$ cat src/pkg/addr_phase_pkg.sv
// Package for the system bus address-phase block: transfer-type codes,
// bus widths and the carrier structs shared by the design files.
// Assumes a single 25 MHz bus clock and synchronous active-low reset.
`default_nettype none

package addr_phase_pkg;

   localparam int unsigned ADDR_W   = 32;
   localparam int unsigned NBYTES   = 4;
   localparam int unsigned CODE_W   = 5;
   localparam int unsigned CLK_MHZ  = 25;

   // Parity error drive window, in bus cycles after the start strobe
   localparam logic [1:0] PERR_ASSERT_CYC  = 2'h2;
   localparam logic [1:0] PERR_RELEASE_CYC = 2'h3;

   // Operation requested by the core for a master address phase
   typedef enum logic [3:0] {
      OP_READ_CI       = 4'b0000,
      OP_READ_RWITM    = 4'b0001,
      OP_READ_ATOMIC   = 4'b0010,
      OP_READ_ATOM_BST = 4'b0011,
      OP_WRITE_CI      = 4'b0100,
      OP_WRITE_CASTOUT = 4'b0101,
      OP_WRITE_COND    = 4'b0110,
      OP_EXT_READ      = 4'b0111,
      OP_EXT_WRITE     = 4'b1000,
      OP_KILL_BLOCK    = 4'b1001
   } master_op_t;

   localparam logic [4:0] CODE_READ_CI       = 5'h0a;
   localparam logic [4:0] CODE_READ_RWITM    = 5'h0e;
   localparam logic [4:0] CODE_READ_ATOMIC   = 5'h1a;
   localparam logic [4:0] CODE_READ_ATOM_BST = 5'h1e;
   localparam logic [4:0] CODE_WRITE_CI      = 5'h02;
   localparam logic [4:0] CODE_WRITE_CASTOUT = 5'h06;
   localparam logic [4:0] CODE_WRITE_COND    = 5'h12;
   localparam logic [4:0] CODE_EXT_READ      = 5'h1c;
   localparam logic [4:0] CODE_EXT_WRITE     = 5'h14;
   localparam logic [4:0] CODE_KILL_BLOCK    = 5'h0c;

   // Snooped operation classes
   typedef enum logic [2:0] {
      SN_NONE     = 3'b000,
      SN_KILL     = 3'b001,
      SN_WRITE    = 3'b010,
      SN_READ     = 3'b011,
      SN_RWITM    = 3'b100,
      SN_ADDRONLY = 3'b101,
      SN_RESERVED = 3'b110
   } snoop_class_t;

   typedef struct packed {
      logic [ADDR_W-1:0] addr;
      logic [NBYTES-1:0] par;
      logic [CODE_W-1:0] code;
   } addr_bus_t;

   typedef struct packed {
      logic              valid;
      logic [ADDR_W-1:0] addr;
      snoop_class_t      kind;
   } snoop_info_t;

endpackage : addr_phase_pkg

`default_nettype wire

$ cat src/addr_parity_gen.sv
// Odd byte-parity generator for the 32-bit address (one bit per byte).
// Pure combinational; the caller registers the result.
`default_nettype none

module addr_parity_gen (
   input  wire logic [addr_phase_pkg::ADDR_W-1:0] i_addr,
   output logic      [addr_phase_pkg::NBYTES-1:0] o_par
);

   // Bit 0 covers address bits 0-7 in big-endian order, i.e. the top byte
   for (genvar g = 0; g < addr_phase_pkg::NBYTES; g++) begin : g_byte
      assign o_par[g] = ~^i_addr[addr_phase_pkg::ADDR_W-1-8*g -: 8];
   end

endmodule : addr_parity_gen

`default_nettype wire

$ cat src/bus_address_parity_ttype.sv
// Address-phase logic of the shared system bus: master type code and
// address parity drive, snoop sampling, parity check and error output.
// Assumes all bus pins synchronous to i_clk_sys; the board resolves
// two-way pins from the enables and pulls the open-drain error line up.
//
// Operation
// - Odd parity bit per address byte
// - Parity drive/float with address lines
// - Even snooped parity raises machine check
// - Error output on bad global parity
// - No error output while checking disabled
// - Error asserts cycle two, floats three
// - Type code five bits, bidirectional
// - Type code drive/float with address
// - Decode snooped type on start cycle
// - Read operations use listed read codes
// - Write operations use listed write codes
// - External control ops use their codes
// - Block zero and unknown ops issue kill; others never
`default_nettype none

module bus_address_parity_ttype (
   input  wire logic                                i_clk_sys,
   input  wire logic                                i_rst_b,
   // Core side
   input  wire logic                                i_addr_parity_check_enable,
   input  wire logic                                i_mst_start,
   input  wire logic                                i_mst_end,
   input  wire addr_phase_pkg::master_op_t          i_mst_op,
   input  wire logic [addr_phase_pkg::ADDR_W-1:0]   i_mst_addr,
   output logic                                     o_machine_check,
   output addr_phase_pkg::snoop_info_t              o_snoop,
   // Bus pins
   input  wire logic                                i_transfer_start_strobe_b,
   input  wire logic                                i_global_snoop_qualifier_b,
   input  wire addr_phase_pkg::addr_bus_t           i_bus,
   output addr_phase_pkg::addr_bus_t                o_bus,
   output logic                                     o_bus_oe,
   output logic                                     o_addr_parity_error_out_b,
   output logic                                     o_addr_parity_error_out_oe
);

   ////////////////////////////////////////////////////////////////////////
   // State

   typedef struct packed {
      addr_phase_pkg::addr_bus_t   bus;
      logic                        bus_oe;
      logic                        own_phase;
      logic [1:0]                  perr_cnt;
      logic                        perr_seen;
      logic                        perr_oe;
      logic                        perr_b;
      logic                        mchk;
      addr_phase_pkg::snoop_info_t snoop;
   } state_t;

   state_t s_q;
   state_t s_d;

   logic [addr_phase_pkg::NBYTES-1:0] mst_par;
   logic [addr_phase_pkg::NBYTES-1:0] snp_par;
   logic                              snoop_cycle;
   logic                              par_bad;

   addr_parity_gen u_mst_par (
      .i_addr (i_mst_addr),
      .o_par  (mst_par)
   );

   addr_parity_gen u_snp_par (
      .i_addr (i_bus.addr),
      .o_par  (snp_par)
   );

   ////////////////////////////////////////////////////////////////////////
   // Decoding

   function automatic logic [4:0] op_to_code(input addr_phase_pkg::master_op_t op);
      case (op)
         addr_phase_pkg::OP_READ_CI:       op_to_code = addr_phase_pkg::CODE_READ_CI;
         addr_phase_pkg::OP_READ_RWITM:    op_to_code = addr_phase_pkg::CODE_READ_RWITM;
         addr_phase_pkg::OP_READ_ATOMIC:   op_to_code = addr_phase_pkg::CODE_READ_ATOMIC;
         addr_phase_pkg::OP_READ_ATOM_BST: op_to_code = addr_phase_pkg::CODE_READ_ATOM_BST;
         addr_phase_pkg::OP_WRITE_CI:      op_to_code = addr_phase_pkg::CODE_WRITE_CI;
         addr_phase_pkg::OP_WRITE_CASTOUT: op_to_code = addr_phase_pkg::CODE_WRITE_CASTOUT;
         addr_phase_pkg::OP_WRITE_COND:    op_to_code = addr_phase_pkg::CODE_WRITE_COND;
         addr_phase_pkg::OP_EXT_READ:      op_to_code = addr_phase_pkg::CODE_EXT_READ;
         addr_phase_pkg::OP_EXT_WRITE:     op_to_code = addr_phase_pkg::CODE_EXT_WRITE;
         // Unknown ops fall back to kill; no forbidden code can leave
         default:                          op_to_code = addr_phase_pkg::CODE_KILL_BLOCK;
      endcase
   endfunction : op_to_code

   // Only the upper four type bits are trusted as snoop inputs
   function automatic addr_phase_pkg::snoop_class_t classify(input logic [4:0] code);
      logic [3:0] hi;
      hi = code[4:1];
      if (hi == addr_phase_pkg::CODE_KILL_BLOCK[4:1]) begin
         classify = addr_phase_pkg::SN_KILL;
      end else if (hi == 4'h1 || hi == 4'h3 || hi == 4'h9) begin
         classify = addr_phase_pkg::SN_WRITE;
      end else if (hi == 4'h5 || hi == 4'hd) begin
         classify = addr_phase_pkg::SN_READ;
      end else if (hi == 4'h7 || hi == 4'hf) begin
         classify = addr_phase_pkg::SN_RWITM;
      end else if (hi[0] == 1'b0) begin
         classify = addr_phase_pkg::SN_ADDRONLY;
      end else begin
         classify = addr_phase_pkg::SN_RESERVED;
      end
   endfunction : classify

   ////////////////////////////////////////////////////////////////////////
   // Next state

   // Our own strobe coincides with i_mst_start or falls in own_phase; foreign strobe otherwise
   assign snoop_cycle = ~i_transfer_start_strobe_b & ~s_q.own_phase & ~i_mst_start;
   assign par_bad     = (snp_par != i_bus.par);

   always_comb begin
      s_d = s_q;
      s_d.mchk        = 1'b0;
      s_d.snoop.valid = 1'b0;

      // Master drive: address, parity and type share one enable
      if (i_mst_start) begin
         s_d.bus.addr  = i_mst_addr;
         s_d.bus.par   = mst_par;
         s_d.bus.code  = op_to_code(i_mst_op);
         s_d.bus_oe    = 1'b1;
         s_d.own_phase = 1'b1;
      end else if (i_mst_end) begin
         s_d.bus_oe    = 1'b0;
         s_d.own_phase = 1'b0;
      end

      // Sample snoop inputs on the foreign start cycle only
      if (snoop_cycle) begin
         s_d.snoop.valid = 1'b1;
         s_d.snoop.addr  = i_bus.addr;
         s_d.snoop.kind  = classify(i_bus.code);
         s_d.perr_cnt    = 2'h1;
         s_d.perr_seen   = par_bad & ~i_global_snoop_qualifier_b & i_addr_parity_check_enable;
         s_d.mchk        = par_bad & i_addr_parity_check_enable;
      end else if (s_q.perr_cnt != 2'h0) begin
         s_d.perr_cnt = (s_q.perr_cnt == addr_phase_pkg::PERR_RELEASE_CYC) ? 2'h0 : s_q.perr_cnt + 2'h1;
      end

      // Drive low in cycle two when an error was seen, float in cycle three
      s_d.perr_oe = (s_d.perr_cnt == addr_phase_pkg::PERR_ASSERT_CYC)
                    & s_d.perr_seen & i_addr_parity_check_enable;
      // Pin level in its own flop so the output leaves a register
      s_d.perr_b  = ~s_d.perr_oe;
   end

   ////////////////////////////////////////////////////////////////////////
   // Registers

   always_ff @(posedge i_clk_sys) begin
      if (!i_rst_b) begin
         s_q        <= '0;
         s_q.perr_b <= 1'b1;
      end else begin
         s_q <= s_d;
      end
   end

   assign o_bus                      = s_q.bus;
   assign o_bus_oe                   = s_q.bus_oe;
   assign o_addr_parity_error_out_b  = s_q.perr_b;
   assign o_addr_parity_error_out_oe = s_q.perr_oe;
   assign o_machine_check            = s_q.mchk;
   assign o_snoop                    = s_q.snoop;

endmodule : bus_address_parity_ttype

`default_nettype wire
$ cat config.mk
export PLATFORM = sky130hd
export DESIGN_NAME = bus_address_parity_ttype
export DESIGN_NICKNAME = d
export VERILOG_FILES = /design/src/pkg/addr_phase_pkg.sv /design/src/addr_parity_gen.sv /design/src/bus_address_parity_ttype.sv
export SDC_FILE = /design/constraint.sdc
export NUM_CORES = 1
export LEC_CHECK = 0
export BUFFER_PORTS_ARGS = -buffer_cell sky130_fd_sc_hd__buf_2
export CORE_ASPECT_RATIO = 1.2
export CORE_MARGIN = 1
export CORE_UTILIZATION = 40
export DETAILED_ROUTE_END_ITERATION = 10
export PLACE_DENSITY_LB_ADDON = 0.2
export SLEW_MARGIN = 20
export SYNTH_ARGS = -nofsm -noshare
export SYNTH_HDL_FRONTEND = slang
export SYNTH_SLANG_ARGS = --single-unit
$ cat constraint.sdc
create_clock -name i_clk_sys -period 1.3 [get_ports i_clk_sys]
set_input_delay 0.065 -clock i_clk_sys [delete_from_list [all_inputs] [get_ports i_clk_sys]]
set_output_delay 0.065 -clock i_clk_sys [all_outputs]
set_load 0.01 [all_outputs]
==> results.toml, run 1 <==
[outcome]
outcome = "finished clean"

[sta]
relSlewSlack = 0.646
worst_pin_slew_ps = 531
report.final.hold_viol_count = 0
tns_ps = 0
setup_viol = 0
final.period_utilization = 0.957
max_freq_ghz = 0.804
fin_skew_ps = 3.75
hold_ws_ps = 14.5
min_period_ps = 1240
rsz0062_at_grt = "no"
slew_violations = 0

[final_layout]
fin_nets = 660
drive_above_1_share = 0.350
fin_area_um2 = 5380
layout.cells.non_filler = 706
num_antenna_cells = 0
syn_to_final_growth_pct = 26.1

[synth]
synth_edf_count = 0
synthTopCellsByCount = "83 x dfxtp_1, 77 x buf_4, 71 x nand2_1, 45 x xnor2_1, 38 x nor2b_1"
syn-num-nets = 537
yosys_warnings = 0
synth_top_area_share = 0.389
yosysSeqAreaShare = 0.389
yosysMostFrequentCell = "dfxtp_1"
synth_ff_type = "dfxtp_1"
yosysTopAreaCell = "dfxtp_1"
synth-seq-cells = 83
ys_types = 32
synthArstFlopShare = 0
synthTopCellsByArea = "dfxtp_1 39%, buf_4 14%, xnor2_1 9.2%"
synth_area_per_cell_um2 = 9.44
synthCells = 452
synth_area_um2 = 4270

[cts]
cts_buffers = 9
path_clk_slew_ps = 60
cts-root-buf = "clkbuf_16"
ctsHtreeMaxLevel = 3
clkLatencyLatePin_ps = 330
clockBufferDepth = 2
clock_sinks = 83
cts_tree = "yes"

[power]
cellLeakagePower_nw = 2.54
vdd_drop_max_mv = 0.698
powerDensity_nw_per_um2 = 1300

[floorplanning]
start_util = 0.418
placementRows = 40
coreArea_um2 = 10200
die_h_um = 115
die_area_um2 = 11100
dieWidth_um = 96.3
ioPinCount = 165

[global_route]
grt_usage = 0.161
grt_first_pass_wirelength_um = 13700
grt_pass1_vias = 3108
antenna_found_initial = 0
grt_max_degree = 36
overflow = 0

[setup_path]
critical_path.top_delay_family = "buffers and inverters"
crit_type = "primary input to flop"
endpoint_kind = "flop"
cp_num_buf_inv = 2
cp.arrival_ps = 1460
crit_chain = "dlygate4sd3_1 > buf_2 > xnor2_1 > xnor2_2 > a41oi_2 > a32o_1"
cp_slowest_cell = "dlygate4sd3_1"
cp-start-kind = "primary input"
crit_fanout = 2
worstPathRequired_ps = 1520
slowest_delay_ps = 550

[placed_design]
gp_congestion = 0.725
place_inst = 660
port_buffers = 162
dpl-instance-area_um2 = 4720
hpwl_um = 6380

[routing]
vias = 3188
wl_um = 8890
wire_per_inst_um = 12.6
post-route-drc-count = 0
dr.first_iter.drc_count = 81
vias_per_cell = 4.52
ant_nets = 0
drt-pass1-iter-count = 4

[hold_path]
holdCritPathClass = "primary input to flop"

[run]
cap_violations = 0
worst reg2reg max path, stage by stage (launching register included):
cell	delay (ps)
dfxtp_1	330
or3_4	450
buf_4	210
nand2_1	80
a21boi_1	60
sequential cells by signal, summed over array words and instances (netlist names):
| name | flops |
|---|---|
| o_addr_parity_error_out_b | 1 |
| o_bus_oe | 1 |
| o_bus | 40 |
| o_machine_check | 1 |
| o_addr_parity_error_out_oe | 1 |
| o_snoop | 36 |
| s_q | 3 |
cell usage in the layout, fill, tap and decap left out, types with 2 or more instances in the layout:
master / instances
clkinvlp_4: 3
nand2b_1: 5
bufinv_16: 3
xor2_1: 4
nor2b_1: 38
xnor2_1: 45
o21a_1: 4
nand3_1: 3
buf_4: 17
buf_2: 162
o221ai_1: 2
nor2_1: 3
o211a_1: 2
inv_1: 4
a21boi_1: 35
clkbuf_16: 9
nand2_1: 71
xnor2_2: 2
xnor3_1: 4
dlygate4sd3_1: 29
dfxtp_1: 83
mux2i_1: 37
worst paths after layout:
check	from	endpoint	slack, ps	cells after the start
setup / recovery	i_bus[17]	s_q[39]	60	6
hold / removal	i_global_snoop_qualifier_b	s_q[39]	10	3
setup reg to reg	o_bus_oe	o_snoop[15]	80	4
hold reg to reg	o_snoop[12]	o_snoop[12]	450	2
metal layers:
| layer | vias up | track usage | wire length (um) |
|---|---|---|---|
| met5 | - | 0 | 0 |
| met4 | 0 | 0.0696 | 140 |
| met3 | 12 | 0.0575 | 764 |
| met2 | 116 | 0.278 | 4160 |
| met1 | 1433 | 0.175 | 3820 |
| li1 | 1627 | - | - |
power breakdown:
part / switching [W] / leakage [nW] / internal, W / total, W
sequential: 0.0000698 / 0.681 / 0.00269 / 0.00276
combinational: 0.000581 / 1.70 / 0.000705 / 0.00129
clock: 0.00102 / 0.161 / 0.00193 / 0.00294
total: 0.00167 / 2.54 / 0.00532 / 0.00699
per-stage QoR:
stage,worst slack [ps],utilization,total power (W)
6_report,56.0,0.527,0.00699
5_1_grt,7.20,0.527,0.00731
2_1_floorplan,-18.8,-,0.00376
4_1_cts,47.7,0.526,0.00711
3_3_place_gp,-269,0.463,0.00403
3_5_place_dp,-275,0.463,0.00405
cells by family after synthesis:
logic type | share of synthesized area
AO/OA/AOI/OAI | 0.0894
buffers and inverters | 0.159
multiplexers | 0.0868
XOR/XNOR | 0.136
adder cells (fa/ha/maj) | 0.00293
other | 0.000879
flip-flops | 0.389
AND/OR/NAND/NOR | 0.136
timing repair:
action | in CTS | in global routing
setup buffers | 0 | 1
hold buffers | 29 | 0
endpoints found under the setup margin | 32 | 2
resized for setup | 1 | 1
pin swaps | 0 | 1
gates cloned | 0 | 0
endpoints found under the hold margin | 29 | 0
cell type report:
type,count,area [um^2]
Fill cell,967,4830
Tap cell,126,158
Sequential cell,83,1660
Multi-Input combinational cell,267,1940
Timing Repair Buffer,210,1260
Inverter,4,15.0
Clock inverter,6,113
Clock buffer,10,239
(Power assumes the default switching activity.)
==> inputs of run 2 (changes only) <==
==> constraint.sdc (replaced) <==
create_clock -name i_clk_sys -period 1.2 [get_ports i_clk_sys]
set_input_delay 0.06 -clock i_clk_sys [delete_from_list [all_inputs] [get_ports i_clk_sys]]
set_output_delay 0.06 -clock i_clk_sys [all_outputs]
set_load 0.01 [all_outputs]
==> run 2 against run 1 <==
  * Total power fell by 3.8%
  * Global-route usage fell by 0.067 points
  * Critical path type unchanged
  * Critical endpoint unchanged
  * Critical path depth stayed put
  * Largest power group is now registers
  * Largest cell class unchanged
==> results.toml, run 2 (synthesized netlist as in run 1, its figures left out) <==
[cts]
ctsHtreeMaxLevel = 3
clkLatencyLatePin_ps = 320
cts_buffers = 9
cts_tree = "yes"
post_cts_buffers = 0
cts-root-buf = "clkbuf_16"
path_clk_slew_ps = 60
clock_sinks = 83
clockBufferDepth = 2

[global_route]
use_met2 = 0.271
grt_first_pass_wirelength_um = 13700
grt_use_met1 = 0.178
overflow = 0
grt.busiest_layer = "met2"
grt_max_degree = 45
grt_pass1_vias = 3058
use_met3 = 0.0569
grt_usage = 0.160
antenna_found_initial = 1

[floorplanning]
coreArea_um2 = 10200
die_h_um = 115
die_area_um2 = 11100
placementRows = 40
start_util = 0.418
dieWidth_um = 96.3
ioPinCount = 165

[power]
powerDensity_nw_per_um2 = 1270
vdd_drop_max_mv = 0.596
cellLeakagePower_nw = 2.52

[hold_path]
holdCritPathClass = "primary input to flop"

[final_layout]
fin_area_um2 = 5320
largest_reg_flops = 40
multi_input_area_um2 = 1970
final_common_cell = "buf_2"
seq_area_um2 = 1660
final_cell_mix = "162 x buf_2, 82 x dfxtp_1, 71 x nand2_1"
nFillCells = 994
syn_to_final_growth_pct = 24.6
drive_above_1_share = 0.352
fin_nets = 658

[placed_design]
gp_congestion = 0.739
hpwl_um = 6380
dpl-instance-area_um2 = 4780
port_buffers = 162

[routing]
vias_per_cell = 4.52
drt-pass1-iter-count = 4
dr.first_iter.drc_count = 57
wire_per_inst_um = 12.5
wl_um = 8780
vias = 3166
ant_nets = 0
post-route-drc-count = 0

[setup_path]
endpoint_kind = "flop"
cp-start-kind = "primary input"
worstPathRequired_ps = 1420
cp.arrival_ps = 1340
crit_type = "primary input to flop"
crit_fanout = 2

[sta]
setup_viol = 0
final.period_utilization = 0.940
max_freq_ghz = 0.886
min_period_ps = 1130
fin_skew_ps = 3.46
slew_violations = 0
report.final.hold_viol_count = 0
rsz0062_at_grt = "no"
hold_ws_ps = 17.9

[run]
cap_violations = 0

[outcome]
outcome = "finished clean"
## run 2: changes by cell type in the layout (fill, tap and decap cells not counted), sizes merged
cell,change
dlygate4sd3,-2
bufinv,-3
clkbuf,+1
diode,+1
clkinvlp,-3
clkinv,+1
## run 2: timing repair
item                       CTS  global route
resized for setup            0             5
pin swaps                    0             1
hold endpoints to repair    27             0
setup endpoints to repair   11            36
hold buffers                27             0
## run 2: where the power goes
| part | switching, W | internal [W] | total (W) |
|---|---|---|---|
| logic | 0.000632 | 0.000775 | 0.00141 |
| clock network | 0.000974 | 0.00135 | 0.00233 |
| registers | 0.0000764 | 0.00292 | 0.00299 |
## run 2: worst paths after layout
kind | start | end | slack, ps | cells past startpoint
setup / recovery | i_bus[13] | s_q[39] | 70 | 6
hold / removal | i_mst_addr[25] | o_bus[34] | 20 | 3
setup reg to reg | o_bus_oe | o_snoop[2] | 80 | 4
hold reg to reg | o_snoop[18] | o_snoop[18] | 450 | 2
## run 2: layout make-up
type,count,share of cell area
Multi-Input combinational cell,267,0.371
Inverter,4,0.00282
Clock inverter,1,0.000941
Tap cell,126,0.0296
Sequential cell,83,0.313
Antenna cell,1,0.000471
Clock buffer,11,0.0438
Timing Repair Buffer,208,0.239
## run 2: worst max-delay path: stages
cell,delay (ps)
buf_2,120
xnor2_2,140
xnor3_1,440
xnor2_1,200
a41oi_2,150
a32o_1,230
## run 2: per-stage QoR
| step | power (W) | utilization | instances | setup WS (ps) | setup TNS, ps |
|---|---|---|---|---|---|
| 6_report | 0.00673 | 0.521 | 701 | 71.9 | 0 |
| 5_1_grt | 0.00710 | 0.521 | 701 | 9.03 | 0 |
| 4_1_cts | 0.00685 | 0.518 | 700 | -10.5 | -54.0 |
| 3_5_place_dp | 0.00440 | 0.468 | 661 | -301 | -399 |
| 3_3_place_gp | 0.00438 | 0.468 | 661 | -254 | -315 |
| 2_1_floorplan | 0.00409 | - | 452 | -8.48 | -8.48 |
## run 2: routing by layer
layer	wire length [um]	share of wire	vias up
li1	-	-	1620
met1	3700	0.42	1421
met2	4160	0.47	111
met3	764	0.087	14
met4	152	0.017	0
met5	0	0	-
==> inputs of run 3 (changes only) <==
--- a/config.mk
+++ b/config.mk
@@ -5,12 +5,13 @@
 export SDC_FILE = /design/constraint.sdc
 export NUM_CORES = 1
 export LEC_CHECK = 0
-export BUFFER_PORTS_ARGS = -buffer_cell sky130_fd_sc_hd__buf_2
 export CORE_ASPECT_RATIO = 1.2
 export CORE_MARGIN = 1
 export CORE_UTILIZATION = 40
 export DETAILED_ROUTE_END_ITERATION = 10
+export DONT_BUFFER_PORTS = 1
 export PLACE_DENSITY_LB_ADDON = 0.2
+export SETUP_SLACK_MARGIN = 0.15
 export SLEW_MARGIN = 20
 export SYNTH_ARGS = -nofsm -noshare
 export SYNTH_HDL_FRONTEND = slang
==> constraint.sdc (replaced) <==
create_clock -name i_clk_sys -period 1.2 [get_ports i_clk_sys]
set_input_delay 0.3 -clock i_clk_sys [delete_from_list [all_inputs] [get_ports i_clk_sys]]
set_output_delay 0.3 -clock i_clk_sys [all_outputs]
set_load 0.01 [all_outputs]
==> run 3 against run 2 <==
  * The flow now finishes with violations (setup timing)
  * Flip-flop and latch count unchanged
  * Total power grew 4.1%
  * First-iteration DRC count rose by 11%
  * Final cell count is 29% lower
  * Sequential power increased by 4%
  * Critical path depth fell by 1
  * Final area shrank 18%
  * Sequential share of layout area up 7.8 points
  * Combinational power is 38% lower
  * Critical endpoint unchanged
  * Largest power group unchanged
  * Highest routed layer unchanged
==> results.toml, run 3 (synthesized netlist as in run 1, its figures left out) <==
[outcome]
outcome = "finished, violations left"
failed_checks = "setup timing"

[placed_design]
gp_congestion = 0.717
dpl-instance-area_um2 = 3830
place_inst = 485
hpwl_um = 5510
dp_slack_ps = -415
port_buffers = 0

[setup_path]
crit_fanout = 2
critical_path.top_delay_family = "XOR/XNOR gates"
endpoint_kind = "flop"
r2r_start = "o_bus_oe"
crit_type = "primary input to flop"
worstPathRequired_ps = 1420
cp.arrival_ps = 1430
cp_num_buf_inv = 0
crit_chain = "xnor2_4 > xnor3_1 > xnor2_2 > a41oi_2 > a32o_1"
cp-startpoint = "i_bus[30]"
slowest_delay_ps = 450
cp_slowest_cell = "xnor3_1"
cp-start-kind = "primary input"

[floorplanning]
placementRows = 40
die_h_um = 115
ioPinCount = 165
coreArea_um2 = 10200
die_area_um2 = 11100
dieWidth_um = 96.3
start_util = 0.418

[cts]
cts_buffers = 9
path_clk_slew_ps = 60
post_cts_buffers = 0
clockBufferDepth = 2
cts-root-buf = "clkbuf_16"
cts_tree = "yes"
clkLatencyLatePin_ps = 330
clock_sinks = 83
ctsHtreeMaxLevel = 3

[final_layout]
drive_above_1_share = 0.200
layout.cells.non_filler = 501
num_antenna_cells = 0
final_core_util = 0.426
largest_reg_flops = 40
syn_to_final_growth_pct = 1.88
final_cell_mix = "65 x nand2_1, 55 x dfxtp_1, 38 x nor2b_1"
fin_nets = 455
final_common_cell = "nand2_1"
fin_area_um2 = 4350

[routing]
drt-pass1-iter-count = 4
wl_um = 7990
post-route-drc-count = 0
wire_per_inst_um = 15.9
dr.first_iter.drc_count = 63
ant_nets = 0
vias_per_cell = 4.89
vias = 2452

[run]
cap_violations = 0

[power]
cellLeakagePower_nw = 1.69
powerDensity_nw_per_um2 = 1610
vdd_drop_max_mv = 0.763

[global_route]
grt_use_met1 = 0.153
grt.busiest_layer = "met2"
use_met3 = 0.0602
use_met2 = 0.233
grt_pass1_vias = 2526
grt_first_pass_wirelength_um = 11900
grt_max_degree = 81
overflow = 0
grt_usage = 0.142
antenna_found_initial = 0

[sta]
report.final.hold_viol_count = 0
min_period_ps = 1210
max_freq_ghz = 0.824
fin_skew_ps = 4.17
slew_violations = 0
hold_ws_ps = 75.1
rsz0062_at_grt = "yes"
final.period_utilization = 1.01
setup_viol = 1
worst_slack_ps = -13.1

[hold_path]
min_from = "i_mst_start"
holdCritPathClass = "primary input to flop"
-- run 3: cell types whose count changed in the layout (fill, tap and decap cells not counted), moves of 4 or more --
cell	before	now
nand2_1	71	65
xnor2_1	41	37
dfxtp_2	1	27
dfxtp_1	82	55
nand2_2	0	6
buf_4	14	1
buf_2	162	0
dlygate4sd3_1	27	0
-- run 3: final cells by class --
cell class / count / area (um^2)
clock buffer: 12 / 256
clock inverter: 4 / 72.6
fill: 1002 / 5860
inverter: 4 / 15.0
multi-input combinational: 267 / 2070
sequential: 83 / 1700
tap: 126 / 158
timing repair buffer: 5 / 78.8
-- run 3: worst paths after layout --
path | end | slack, ps | cells past startpoint
worst max-delay path | s_q[39] | -10 | 5
worst min-delay path | o_bus[2] | 80 | 1
worst max register to register | o_snoop[33] | 0 | 4
worst min register to register | o_snoop[20] | 480 | 2
-- run 3: metal layers --
| metal | up-vias | routed length (um) |
|---|---|---|
| met4 | 0 | 221 |
| met2 | 109 | 3750 |
| met5 | - | 0 |
| met3 | 17 | 929 |
| li1 | 1211 | - |
| met1 | 1115 | 3090 |
-- run 3: report_power, final --
group	leakage, nW	total, W	switching, W	internal (W)
clock	0.159	0.00301	0.00107	0.00193
combinational	0.839	0.000880	0.000334	0.000546
sequential	0.693	0.00311	0.000184	0.00293
-- run 3: repair_timing --
action	4_1_cts	5_1_grt
hold buffers	0	0
setup endpoints to repair	46	63
pin swaps	6	10
gates resized for setup	21	39
-- run 3: through the flow --
stage | total power, W | TNS [ps]
after global placement | 0.00396 | -2840
after global routing | 0.00732 | -862
final | 0.00700 | -13.1
after detailed placement | 0.00398 | -3330
after floorplan | 0.00411 | -1490
after CTS | 0.00710 | -0.932
